[src/design/dxr_pkg.sv]
// Package of constants for the debug exit and return control block
package dxr_pkg;

    // ==================================================================
    // Scan chain 1 layout
    localparam int unsigned CHAIN_LEN      = 33;
    localparam int unsigned SPEED_BIT      = 32;
    localparam int unsigned INSTR_W        = 32;

    // ==================================================================
    // TAP states (IEEE 1149.1 encoding of the controller state number)
    localparam logic [3:0] TAP_RESET       = 4'hf;
    localparam logic [3:0] TAP_IDLE        = 4'hc;
    localparam logic [3:0] TAP_SELECT_DR   = 4'h7;
    localparam logic [3:0] TAP_CAPTURE_DR  = 4'h6;
    localparam logic [3:0] TAP_SHIFT_DR    = 4'h2;
    localparam logic [3:0] TAP_EXIT1_DR    = 4'h1;
    localparam logic [3:0] TAP_PAUSE_DR    = 4'h3;
    localparam logic [3:0] TAP_EXIT2_DR    = 4'h0;
    localparam logic [3:0] TAP_UPDATE_DR   = 4'h5;
    localparam logic [3:0] TAP_SELECT_IR   = 4'h4;
    localparam logic [3:0] TAP_CAPTURE_IR  = 4'he;
    localparam logic [3:0] TAP_SHIFT_IR    = 4'ha;
    localparam logic [3:0] TAP_EXIT1_IR    = 4'h9;
    localparam logic [3:0] TAP_PAUSE_IR    = 4'hb;
    localparam logic [3:0] TAP_EXIT2_IR    = 4'h8;
    localparam logic [3:0] TAP_UPDATE_IR   = 4'hd;

    // ==================================================================
    // TAP instruction register
    localparam int unsigned IR_W           = 4;
    localparam logic [3:0]  IR_RESUME      = 4'h4;
    localparam logic [3:0]  IR_INTEST      = 4'hc;
    localparam logic [3:0]  IR_RESET_VAL   = 4'he;

    // ==================================================================
    // Program counter advance amounts in bytes; ENTRY_ADDRS and SYS_ADDRS in instruction addresses
    localparam logic [31:0] ENTRY_WIDE     = 32'h00000010;
    localparam logic [31:0] ENTRY_NARROW   = 32'h00000008;
    localparam logic [31:0] WORD_STEP      = 32'h00000004;
    localparam logic [31:0] HALF_STEP      = 32'h00000002;
    localparam logic [3:0]  ENTRY_ADDRS    = 4'h4;
    localparam logic [3:0]  SYS_ADDRS      = 4'h5;

    // ==================================================================
    // Status bit position of system access complete
    localparam int unsigned SYS_DONE_BIT   = 3;

    // Main clock fetches masked after exit
    localparam logic [1:0]  MASK_FETCHES   = 2'h3;

    // Core phases
    typedef enum logic [2:0] {
        DXR_RUN,
        DXR_ENTRY,
        DXR_DEBUG,
        DXR_SYSACC,
        DXR_EXITFETCH
    } dxr_phase_t;

endpackage : dxr_pkg

[src/design/dxr_debug_exit.sv]
// Debug exit, clock return and program counter control for the core
`timescale 1ns/1ps
module dxr_debug_exit
(
    input  wire logic        clk_sys,
    input  wire logic        rst_n,
    input  wire logic        tck,
    input  wire logic        tms,
    input  wire logic        tdi,
    input  wire logic        breakpointHit,
    input  wire logic        watchpointHit,
    input  wire logic        debugRequest,
    input  wire logic        exceptionPending,
    input  wire logic        vectorFetched,
    input  wire logic        narrowState,
    input  wire logic        fetchDone,
    input  wire logic        memAccessDone,
    input  wire logic        memAbort,
    output logic             tdo,
    output logic             debug_acknowledge,
    output logic             debugClockSelect,
    output logic             pipelineFlush,
    output logic             instrLoad,
    output logic [31:0]      pipeInstr,
    output logic             system_speed_flag,
    output logic [4:0]       debugStatus,
    output logic             abortModeEnter,
    output logic             fetchEnable,
    output logic [31:0]      programCounter
);

    // ==================================================================
    // State record
    typedef struct packed {
        logic [2:0]  tckSync;
        logic [1:0]  tmsSync;
        logic [1:0]  tdiSync;
        logic [3:0]  tapState;
        logic [3:0]  irShift;
        logic [3:0]  irCur;
        logic [32:0] drShift;
        logic [32:0] chain;
        dxr_pkg::dxr_phase_t phase;
        logic        resumeArmed;
        logic        watchHeld;
        logic [1:0]  fetchCount;
        logic        tdo;
        logic        ack;
        logic        clkSel;
        logic        flush;
        logic        load;
        logic        sysFlag;
        logic        sysDone;
        logic        abortEnter;
        logic        fetchEn;
        logic [31:0] pc;
    } dxr_state_t;

    dxr_state_t cur;
    dxr_state_t next_cur;

    logic tckRise;
    logic tckFall;
    logic tmsS;
    logic enterDebug;

    // ==================================================================
    // Sampled link pins, read only after the second flop
    assign tckRise = cur.tckSync[1] & ~cur.tckSync[2];
    assign tckFall = ~cur.tckSync[1] & cur.tckSync[2];
    assign tmsS    = cur.tmsSync[1];

    // Entry causes; watchpoint with exception holds off to vector fetch
    assign enterDebug = breakpointHit | debugRequest
                      | (watchpointHit & ~exceptionPending)
                      | (cur.watchHeld & vectorFetched);

    // ==================================================================
    // Next state logic
    always_comb
    begin
        next_cur         = cur;
        next_cur.tckSync = {cur.tckSync[1:0], tck};
        next_cur.tmsSync = {cur.tmsSync[0], tms};
        next_cur.tdiSync = {cur.tdiSync[0], tdi};
        next_cur.flush   = 1'b0;
        next_cur.load    = 1'b0;
        next_cur.abortEnter = 1'b0;

        // TAP controller advances on rising link clock
        if (tckRise)
        begin
            case (cur.tapState)
                dxr_pkg::TAP_RESET:      next_cur.tapState = tmsS ? dxr_pkg::TAP_RESET : dxr_pkg::TAP_IDLE;
                dxr_pkg::TAP_IDLE:       next_cur.tapState = tmsS ? dxr_pkg::TAP_SELECT_DR : dxr_pkg::TAP_IDLE;
                dxr_pkg::TAP_SELECT_DR:  next_cur.tapState = tmsS ? dxr_pkg::TAP_SELECT_IR : dxr_pkg::TAP_CAPTURE_DR;
                dxr_pkg::TAP_CAPTURE_DR: next_cur.tapState = tmsS ? dxr_pkg::TAP_EXIT1_DR : dxr_pkg::TAP_SHIFT_DR;
                dxr_pkg::TAP_SHIFT_DR:   next_cur.tapState = tmsS ? dxr_pkg::TAP_EXIT1_DR : dxr_pkg::TAP_SHIFT_DR;
                dxr_pkg::TAP_EXIT1_DR:   next_cur.tapState = tmsS ? dxr_pkg::TAP_UPDATE_DR : dxr_pkg::TAP_PAUSE_DR;
                dxr_pkg::TAP_PAUSE_DR:   next_cur.tapState = tmsS ? dxr_pkg::TAP_EXIT2_DR : dxr_pkg::TAP_PAUSE_DR;
                dxr_pkg::TAP_EXIT2_DR:   next_cur.tapState = tmsS ? dxr_pkg::TAP_UPDATE_DR : dxr_pkg::TAP_SHIFT_DR;
                dxr_pkg::TAP_UPDATE_DR:  next_cur.tapState = tmsS ? dxr_pkg::TAP_SELECT_DR : dxr_pkg::TAP_IDLE;
                dxr_pkg::TAP_SELECT_IR:  next_cur.tapState = tmsS ? dxr_pkg::TAP_RESET : dxr_pkg::TAP_CAPTURE_IR;
                dxr_pkg::TAP_CAPTURE_IR: next_cur.tapState = tmsS ? dxr_pkg::TAP_EXIT1_IR : dxr_pkg::TAP_SHIFT_IR;
                dxr_pkg::TAP_SHIFT_IR:   next_cur.tapState = tmsS ? dxr_pkg::TAP_EXIT1_IR : dxr_pkg::TAP_SHIFT_IR;
                dxr_pkg::TAP_EXIT1_IR:   next_cur.tapState = tmsS ? dxr_pkg::TAP_UPDATE_IR : dxr_pkg::TAP_PAUSE_IR;
                dxr_pkg::TAP_PAUSE_IR:   next_cur.tapState = tmsS ? dxr_pkg::TAP_EXIT2_IR : dxr_pkg::TAP_PAUSE_IR;
                dxr_pkg::TAP_EXIT2_IR:   next_cur.tapState = tmsS ? dxr_pkg::TAP_UPDATE_IR : dxr_pkg::TAP_SHIFT_IR;
                dxr_pkg::TAP_UPDATE_IR:  next_cur.tapState = tmsS ? dxr_pkg::TAP_SELECT_DR : dxr_pkg::TAP_IDLE;
                default:                 next_cur.tapState = dxr_pkg::TAP_RESET;
            endcase
            // Shift in, MSB first so the flag lands in bit 32 last-leading
            if (cur.tapState == dxr_pkg::TAP_SHIFT_DR)
                next_cur.drShift = {cur.drShift[31:0], cur.tdiSync[1]};
            if (cur.tapState == dxr_pkg::TAP_SHIFT_IR)
                next_cur.irShift = {cur.tdiSync[1], cur.irShift[3:1]};
            if (cur.tapState == dxr_pkg::TAP_CAPTURE_IR)
                next_cur.irShift = 4'h1;
            if (cur.tapState == dxr_pkg::TAP_CAPTURE_DR)
                next_cur.drShift = cur.chain;
            if (cur.tapState == dxr_pkg::TAP_UPDATE_IR)
            begin
                next_cur.irCur = cur.irShift;
                next_cur.resumeArmed = (cur.irShift == dxr_pkg::IR_RESUME);
            end
            // Update loads scan chain 1 only; core otherwise static
            if (cur.tapState == dxr_pkg::TAP_UPDATE_DR && cur.phase == dxr_pkg::DXR_DEBUG)
                next_cur.chain = cur.drShift;
            if (cur.tapState == dxr_pkg::TAP_RESET)
                next_cur.irCur = dxr_pkg::IR_RESET_VAL;
        end

        // Data out changes on falling link clock
        if (tckFall)
            next_cur.tdo = (cur.tapState == dxr_pkg::TAP_SHIFT_DR) ? cur.drShift[32]
                                                                   : cur.irShift[0];

        // Core phase control
        case (cur.phase)
            dxr_pkg::DXR_RUN, dxr_pkg::DXR_EXITFETCH:
            begin
                if (cur.phase == dxr_pkg::DXR_EXITFETCH && fetchDone)
                begin
                    // Acknowledge masks three refetches after exit
                    next_cur.fetchCount = cur.fetchCount + 2'h1;
                    if (cur.fetchCount == dxr_pkg::MASK_FETCHES - 2'h1)
                    begin
                        next_cur.ack   = 1'b0;
                        next_cur.phase = dxr_pkg::DXR_RUN;
                    end
                end
                if (watchpointHit && exceptionPending)
                    next_cur.watchHeld = 1'b1;
                if (enterDebug)
                begin
                    next_cur.ack       = 1'b1;
                    next_cur.flush     = 1'b1;
                    next_cur.fetchEn   = 1'b0;
                    next_cur.watchHeld = 1'b0;
                    next_cur.phase     = dxr_pkg::DXR_ENTRY;
                    if (breakpointHit)
                        next_cur.pc = cur.pc + (narrowState ? dxr_pkg::ENTRY_NARROW
                                                            : dxr_pkg::ENTRY_WIDE);
                    else
                        next_cur.pc = cur.pc + (narrowState ? dxr_pkg::HALF_STEP : dxr_pkg::WORD_STEP)
                                    * {28'h0, dxr_pkg::ENTRY_ADDRS};
                end
            end
            dxr_pkg::DXR_ENTRY:
            begin
                next_cur.clkSel = 1'b1;
                next_cur.phase  = dxr_pkg::DXR_DEBUG;
            end
            dxr_pkg::DXR_DEBUG:
            begin
                // Update-DR clocks the chain instruction into the core
                if (tckRise && cur.tapState == dxr_pkg::TAP_UPDATE_DR)
                begin
                    next_cur.load    = 1'b1;
                    next_cur.sysFlag = cur.drShift[dxr_pkg::SPEED_BIT];
                    next_cur.sysDone = 1'b0;
                    next_cur.pc      = cur.pc + dxr_pkg::WORD_STEP;
                end
                // Resume only when idle is entered with resume selected,
                // including a selection made on this same link clock edge
                if (tckRise && next_cur.resumeArmed && cur.tapState != dxr_pkg::TAP_IDLE
                    && next_cur.tapState == dxr_pkg::TAP_IDLE)
                begin
                    next_cur.clkSel  = 1'b0;
                    next_cur.fetchEn = 1'b1;
                    next_cur.resumeArmed = 1'b0;
                    if (cur.sysFlag && cur.chain[dxr_pkg::INSTR_W-1:0] != 32'h0)
                        next_cur.phase = dxr_pkg::DXR_SYSACC;
                    else
                    begin
                        next_cur.phase      = dxr_pkg::DXR_EXITFETCH;
                        next_cur.fetchCount = 2'h0;
                        next_cur.sysFlag    = 1'b0;
                    end
                end
            end
            dxr_pkg::DXR_SYSACC:
            begin
                if (memAccessDone || memAbort)
                begin
                    next_cur.ack        = 1'b0;
                    next_cur.sysDone    = 1'b1;
                    next_cur.sysFlag    = 1'b1;
                    next_cur.abortEnter = memAbort;
                    next_cur.pc         = cur.pc + dxr_pkg::WORD_STEP
                                        * {28'h0, dxr_pkg::SYS_ADDRS - 4'h1};
                    next_cur.fetchEn    = 1'b0;
                    next_cur.phase      = dxr_pkg::DXR_ENTRY;
                end
            end
            default: next_cur.phase = dxr_pkg::DXR_RUN;
        endcase

        // Acknowledge rises again on return to debug
        if (cur.phase == dxr_pkg::DXR_ENTRY)
            next_cur.ack = 1'b1;
    end

    // ==================================================================
    // State register
    always_ff @(posedge clk_sys or negedge rst_n)
    begin
        if (!rst_n)
        begin
            cur         <= '0;
            cur.phase   <= dxr_pkg::DXR_RUN;
            cur.tapState <= dxr_pkg::TAP_RESET;
            cur.irCur   <= dxr_pkg::IR_RESET_VAL;
            cur.fetchEn <= 1'b1;
        end
        else
            cur <= next_cur;
    end

    // ==================================================================
    // Outputs straight from the state record
    assign tdo               = cur.tdo;
    assign debug_acknowledge = cur.ack;
    assign debugClockSelect  = cur.clkSel;
    assign pipelineFlush     = cur.flush;
    assign instrLoad         = cur.load;
    assign pipeInstr         = cur.chain[31:0];
    assign system_speed_flag = cur.sysFlag;
    assign debugStatus       = {1'b0, cur.sysDone, 3'h0};
    assign abortModeEnter    = cur.abortEnter;
    assign fetchEnable       = cur.fetchEn;
    assign programCounter    = cur.pc;

endmodule : dxr_debug_exit

[config.mk]
export PLATFORM = sky130hd
export DESIGN_NAME = dxr_debug_exit
export DESIGN_NICKNAME = d
export VERILOG_FILES = /design/src/design/dxr_pkg.sv /design/src/design/dxr_debug_exit.sv
export SDC_FILE = /design/constraint.sdc
export NUM_CORES = 1
export LEC_CHECK = 0
export ABC_AREA = 0
export BUFFER_PORTS_ARGS = -buffer_cell sky130_fd_sc_hd__clkbuf_2
export CORE_MARGIN = 2
export CORE_UTILIZATION = 50
export DETAILED_ROUTE_END_ITERATION = 12
export PLACE_DENSITY = 0.7
export SETUP_SLACK_MARGIN = 0.1
export SLEW_MARGIN = 10
export SYNTH_ARGS = -nofsm -noshare
export SYNTH_HDL_FRONTEND = slang
export SYNTH_SLANG_ARGS = --single-unit
[constraint.sdc]
create_clock -name clk_sys -period 3 [get_ports clk_sys]
set_input_delay 0.3 -clock clk_sys [delete_from_list [all_inputs] [get_ports clk_sys]]
set_output_delay 0.3 -clock clk_sys [all_outputs]
set_load 0.01 [all_outputs]
==> metrics.md, run 1 <==
| Metric | Value |
|---|---|
| Status | `finished, final reports clean` |
| Clock Power Share | `0.262` |
| Die height | `125 µm` |
| Synth warnings | `0` |
| DR iter-0 viols | `467` |
| Final slew viol count | `0` |
| Mapped Cells | `780` |
| Row Count | `44` |
| Fin Clk Skew | `0.00857 ns` |
| Post-route DRC | `0` |
| Non-Filler Instances | `996` |
| Maximum vdd drop | `0.444 mV` |
| First-pass GRT wire length | `31,100 µm` |
| Starting density of the core | `0.510` |
| Synth cell types | `71` |
| Clk Latency, worst-skew pair | `0.43 ns` |
| GRT Overall Usage | `0.246` |
| Initial antenna violation count | `0` |
| Final setup vio count | `0` |
| Synth top area share | `0.415` |
| Routed wire length | `19,000 µm` |
| Worst min-delay path class | `in -> reg` |
| Vias | `5,998` |
| Pwr Total | `7520 µW` |
| Layout area overhead | `9.77%` |
| H-tree depth | `4` |
| Clock sink count | `127` |
| Share of layout cells above drive strength 1 | `0.238` |
| Avg Inst Size Synth | `9.42 µm²` |
| Largest net degree at the start of global routing | `67` |
| RSZ-0062 raised after global routing | `no` |
| Final Hold Fails | `0` |
| Root Buffer Master | `clkbuf_16` |
| Clock transition at path regs | `0.06 ns` |
| Top FF cell, synth | `dfrtp_1` |
| CP Class | `reg -> reg` |
| Setup crit end kind | `flip-flop` |
| Buffers on Ports | `84` |
| Vias/cell | `6.02` |
| Hold_buf cts | `4` |
| Hpwl dp | `13,400 µm` |
| Part of the power in registers | `0.385` |
| TritonCTS clock tree | `yes` |
| Req. time, crit path | `3.29 ns` |
| Fin Setup TNS | `0 ns` |
| DRT Pass-1 Iters | `5` |
| CORE AREA | `0.0144 mm²` |
| Post-DP Area | `0.00746 mm²` |
| Switching share of total power | `0.407` |
| Fmax | `391 MHz` |
| Logic pwr share | `0.353` |
| Area leader, netlist | `dfrtp_1` |
| Diodes inserted | `0` |
| Vias in the first global route | `5,970` |
| Die W | `125 µm` |
| Max-Cap Viols | `0` |
| Final min period | `2.56 ns` |
| Leak Pwr | `0.00350 µW` |
| Worst Max-Slew Pin Slew | `0.874 ns` |
| CP Launch Type | `flip-flop` |
| Synth area leaders | `dfrtp_1 42%, buf_4 7.6%, mux2_2 5.1%, mux2i_1 4.9%, a21oi_1 4.8%` |
| Crit share post-route | `0.852` |
| CTS max path bufs | `2` |
| Ys async rst share | `1.00` |
| Post-CTS sizing | `0` |
| Die area | `0.0157 mm²` |
| Net Sw Power | `3060 µW` |
| Mapped cell area | `0.00735 mm²` |
| Worst path arrival time | `2.85 ns` |
| GP Congestion | `0.993` |
| Final Util | `0.559` |
| Int Pwr | `4460 µW` |
| Final nets | `819` |
| Post-synth EDFFs | `0` |
| Slew margin rel. | `0.414` |
| Final Instance Area | `0.00807 mm²` |
| Most common cell in the netlist | `dfrtp_1` |
| Setup Buffers After CTS | `0` |
| Synth top cells by count | `122 x dfrtp_1, 79 x nor2_1, 74 x buf_4` |
| Sequential-to-total area share from yosys stat | `0.433` |
| CTS buffer count | `17` |
| Total global routing overflow | `0` |
| PwrDens | `932 mW/mm²` |
| Placed Cells | `960` |
| Antenna Violating Nets Remaining | `0` |
| Ports | `91` |
| Max FO, Critical Path | `12` |
| Yosys reg bits | `127` |
| Routed length per placed instance | `19.1 µm` |
==> layout make-up <==
class,instances,area [µm²]
multi-input cells,526,3380
clock inverters,14,134
inverters,16,60.1
clock buffers,18,429
well taps,184,230
fillers,1294,6360
flip-flops and latches,127,3180
repair buffers,111,648
==> layer usage <==
| layer | track usage | wire (µm) | part of all wire | up-vias |
|---|---|---|---|---|
| li1 | - | - | - | 2791 |
| met1 | 0.315 | 7930 | 0.42 | 2907 |
| met2 | 0.400 | 9240 | 0.49 | 240 |
| met3 | 0.0578 | 1130 | 0.060 | 60 |
| met4 | 0.113 | 685 | 0.036 | 0 |
| met5 | 0 | 0 | 0 | - |
==> power groups by stage <==
| stage | clock, µW | combinational (µW) | sequential [µW] |
|---|---|---|---|
| after floorplan | 0 | 2220 | 2590 |
| after global placement | 0 | 2570 | 2860 |
| after detailed placement | 0 | 2620 | 2900 |
| after CTS | 2000 | 2640 | 2880 |
| after global routing | 2080 | 2920 | 2980 |
| final | 1970 | 2650 | 2890 |
==> layout by cell type, fill, tap and decap left out, types with 4 or more instances in the layout <==
cell / synthesis / layout
clkbuf_16: 0 / 17
and3_1: 6 / 5
nor2b_1: 5 / 5
a31oi_1: 20 / 20
xor2_1: 5 / 5
conb_1: 1 / 6
clkbuf_2: 0 / 83
buf_4: 74 / 23
o22ai_1: 5 / 5
dfrtp_1: 122 / 122
nor3b_1: 4 / 4
dfstp_2: 5 / 5
o41ai_1: 5 / 5
a21oi_1: 70 / 70
and4_1: 4 / 4
a21o_1: 5 / 5
and2_1: 5 / 5
o21ai_0: 33 / 33
nand3_1: 17 / 17
nand4_1: 21 / 21
nand2_1: 51 / 51
dlygate4sd3_1: 0 / 4
clkinvlp_4: 0 / 4
nor3_1: 11 / 11
mux2_2: 33 / 33
nor2_1: 79 / 78
xnor2_1: 11 / 11
ha_1: 5 / 5
nor4_1: 12 / 12
o31ai_1: 10 / 9
nand2b_1: 8 / 8
mux2i_1: 36 / 36
inv_1: 15 / 15
==> per-stage QoR <==
stage / setup slack, ns / hold slack [ns]
6_report: 0.444 / 0.103
4_1_cts: 0.490 / 0.0901
3_5_place_dp: 0.489 / 0.330
5_1_grt: 0.237 / 0.0897
3_3_place_gp: 0.546 / 0.324
2_1_floorplan: 0.692 / 0.00441
==> final timing paths <==
kind,startpoint,endpoint,slack (ns),cells after the start
setup reg to reg,cur[47],programCounter[23],0.44,7
setup / recovery,cur[47],programCounter[23],0.44,7
hold / removal,debugRequest,cur[43],0.10,2
min in group asynchronous,rst_n,programCounter[28],0.41,2
max in group asynchronous,rst_n,cur[123],1.80,3
hold reg to reg,cur[128],cur[129],0.35,0
==> cell families after synthesis <==
group                      Yosys count  synth area share
AOI/OAI and AO/OA                  182             0.152
xor gates and xnor gates            16            0.0191
adders and majority gates            6            0.0112
buffers and inverters              132             0.111
DFF                                127             0.433
muxes                               69            0.0996
other                                1          0.000510
and+or+nand+nor                    247             0.174
==> critical path, cell delays in order (launching register included) <==
cell and delay (ns):
dfrtp_1 0.52, nand2b_1 0.44, nor4b_2 0.13, o31ai_2 0.72, buf_4 0.34, nor2_1 0.07
o21ai_0 0.15, a31oi_1 0.06
==> registers in the layout (all words and copies together), names as in the netlist <==
signal,cells
debug_acknowledge,1
debugClockSelect,1
debugStatus,1
fetchEnable,1
cur,56
programCounter,30
abortModeEnter,1
instrLoad,1
pipelineFlush,1
pipeInstr,32
system_speed_flag,1
tdo,1
Power figures use the tool's default switching activity.
==> run 2, diff against run 1 <==
--- a/config.mk
+++ b/config.mk
@@ -11,6 +11,7 @@
 export CORE_UTILIZATION = 50
 export DETAILED_ROUTE_END_ITERATION = 12
 export PLACE_DENSITY = 0.7
+export REMOVE_ABC_BUFFERS = 1
 export SETUP_SLACK_MARGIN = 0.1
 export SLEW_MARGIN = 10
 export SYNTH_ARGS = -nofsm -noshare
==> run 2 against run 1 <==
Compared with the run above:
- critical path depth shrank 1
- combinational power barely moved
- sequential power about the same
- clock-buffer cell count increased by 4
- flip-flop and latch count unchanged
==> metrics.md, run 2 (synthesized netlist as in run 1, its figures left out) <==
| Metric | Value |
|---|---|
| Setup Buffers After CTS | `0` |
| DRT Pass-1 Iters | `5` |
| Min Hold Slack | `0.0975 ns` |
| Switching share of total power | `0.392` |
| CORE AREA | `0.0144 mm²` |
| Worst path max stage delay | `0.55 ns` |
| Layout area overhead | `9.82%` |
| Final setup vio count | `0` |
| Slew margin rel. | `0.481` |
| Share of layout cells above drive strength 1 | `0.230` |
| Req. time, crit path | `3.32 ns` |
| CP Launch Type | `flip-flop` |
| Clock sink count | `127` |
| Starting density of the core | `0.510` |
| Final nets | `819` |
| Clock Power Share | `0.266` |
| Leading cell type in the layout, fill and taps excluded | `dfrtp_1` |
| Most frequent cells in the layout | `122 x dfrtp_1, 83 x clkbuf_2, 78 x nor2_1, 70 x a21oi_1, 51 x nand2_1` |
| Die W | `125 µm` |
| Vias in the first global route | `5,941` |
| Max-Cap Viols | `0` |
| Clk Latency, worst-skew pair | `0.42 ns` |
| Fin Setup TNS | `0 ns` |
| Multi-input gate area | `0.00338 mm²` |
| Die area | `0.0157 mm²` |
| Status | `finished, final reports clean` |
| TritonCTS clock tree | `yes` |
| Max reg flops | `56` |
| PwrDens | `942 mW/mm²` |
| Biggest register | `cur` |
| Max FO, Critical Path | `10` |
| GP Congestion | `0.971` |
| Buffers on Ports | `84` |
| Vias/cell | `6.14` |
| Diodes inserted | `0` |
| Leak Pwr | `0.00351 µW` |
| Ports | `91` |
| Critical Path Slowest Stage Cell | `or4_1` |
| First-pass GRT wire length | `31,300 µm` |
| Int Pwr | `4620 µW` |
| Clock transition at path regs | `0.05 ns` |
| Antenna Violating Nets Remaining | `0` |
| Final Hold Fails | `0` |
| Register area | `0.00318 mm²` |
| Maximum vdd drop | `0.524 mV` |
| DR iter-0 viols | `588` |
| Fill count | `1,311` |
| Worst path arrival time | `2.85 ns` |
| Largest net degree at the start of global routing | `47` |
| Vias | `6,089` |
| CP Buf/Inv Count | `0` |
| Setup crit end kind | `flip-flop` |
| Root Buffer Master | `clkbuf_16` |
| Initial antenna violation count | `0` |
| GRT Overall Usage | `0.251` |
| Hpwl dp | `13,400 µm` |
| Final min period | `2.53 ns` |
| Crit share post-route | `0.844` |
| Routed length per placed instance | `19.5 µm` |
| H-tree depth | `4` |
| Final Instance Area | `0.00807 mm²` |
| Logic pwr share | `0.350` |
| Post-route DRC | `0` |
| RSZ-0062 raised after global routing | `no` |
| Fin Clk Skew | `0.00905 ns` |
| CTS buffer count | `17` |
| Worst min-delay path class | `in -> reg` |
| Fmax | `395 MHz` |
| Row Count | `44` |
| Die height | `125 µm` |
| Post-DP Area | `0.00746 mm²` |
| Worst Max-Slew Pin Slew | `0.773 ns` |
| Final Util | `0.560` |
| Final slew viol count | `0` |
| CTS max path bufs | `2` |
| CP Cell Sequence | `and4_2 -> nand2_1 -> or3_1 -> or4_1 -> or4_1 -> o311ai_1` |
| Part of the power in registers | `0.384` |
| Net Sw Power | `2980 µW` |
| Total global routing overflow | `0` |
| Routed wire length | `19,400 µm` |
| Crit-path leading delay family | `simple AND/OR/NAND/NOR gates` |
| Most common cell on crit path | `or4_1` |
| CP Class | `reg -> reg` |
| Pwr Total | `7600 µW` |
## run 2: cell types whose count changed in the layout (fill, tap and decap cells not counted), sizes merged
cell      delta
clkinvlp     -4
bufinv       +2
inv          -4
clkinv       -2
clkbuf       +4
## run 2: layout make-up
| type | instances | share of cell area |
|---|---|---|
| Clock inverter | 6 | 0.0140 |
| Sequential cell | 127 | 0.395 |
| Inverter | 16 | 0.00744 |
| Tap cell | 184 | 0.0285 |
| Timing Repair Buffer | 111 | 0.0803 |
| Clock buffer | 22 | 0.0563 |
| Multi-Input combinational cell | 526 | 0.419 |
## run 2: worst register-to-register path, delay by kind of cell, from the launching register on
kind / cells / cell delay, ns
AOI/OAI and AO/OA: 1 / 0.09
DFF: 1 / 0.53
and+or+nand+nor: 5 / 1.81
## run 2: through the flow
step / setup WS (ns) / instances
global placement: 0.565 / 960
global route: 0.292 / 992
CTS: 0.501 / 992
detailed placement: 0.512 / 960
floorplan: -0.0402 / 669
finish: 0.469 / 992
## run 2: final timing paths
check | startpoint | end | slack, ns | cells after the start
min reg2reg | cur[128] | cur[129] | 0.35 | 0
max reg2reg | programCounter[17] | programCounter[26] | 0.47 | 6
max in group asynchronous | rst_n | pipeInstr[28] | 1.60 | 3
min | breakpointHit | cur[43] | 0.1 | 2
max | programCounter[17] | programCounter[26] | 0.47 | 6
min in group asynchronous | rst_n | programCounter[6] | 0.47 | 2
## run 2: timing repair
| item | 4_1_cts | 5_1_grt |
|---|---|---|
| hold buffers | 4 | 0 |
| endpoints found under the hold margin | 44 | 0 |
| endpoints found under the setup margin | 0 | 0 |
| gates resized for setup | 0 | 0 |
## run 2: layer usage
metal	global-route usage	vias up	wire, µm
met1	0.326	3005	8210
li1	-	2788	-
met5	0	-	0
met4	0.122	0	662
met2	0.397	247	9160
met3	0.0595	49	1340
## run 2: power groups by stage
stage	clock network (µW)	logic, µW	registers (µW)
after detailed placement	0	2620	2920
after global placement	0	2570	2870
final	2020	2660	2920
after CTS	2050	2650	2890
after global routing	2130	2930	3000
after floorplan	0	1590	2830
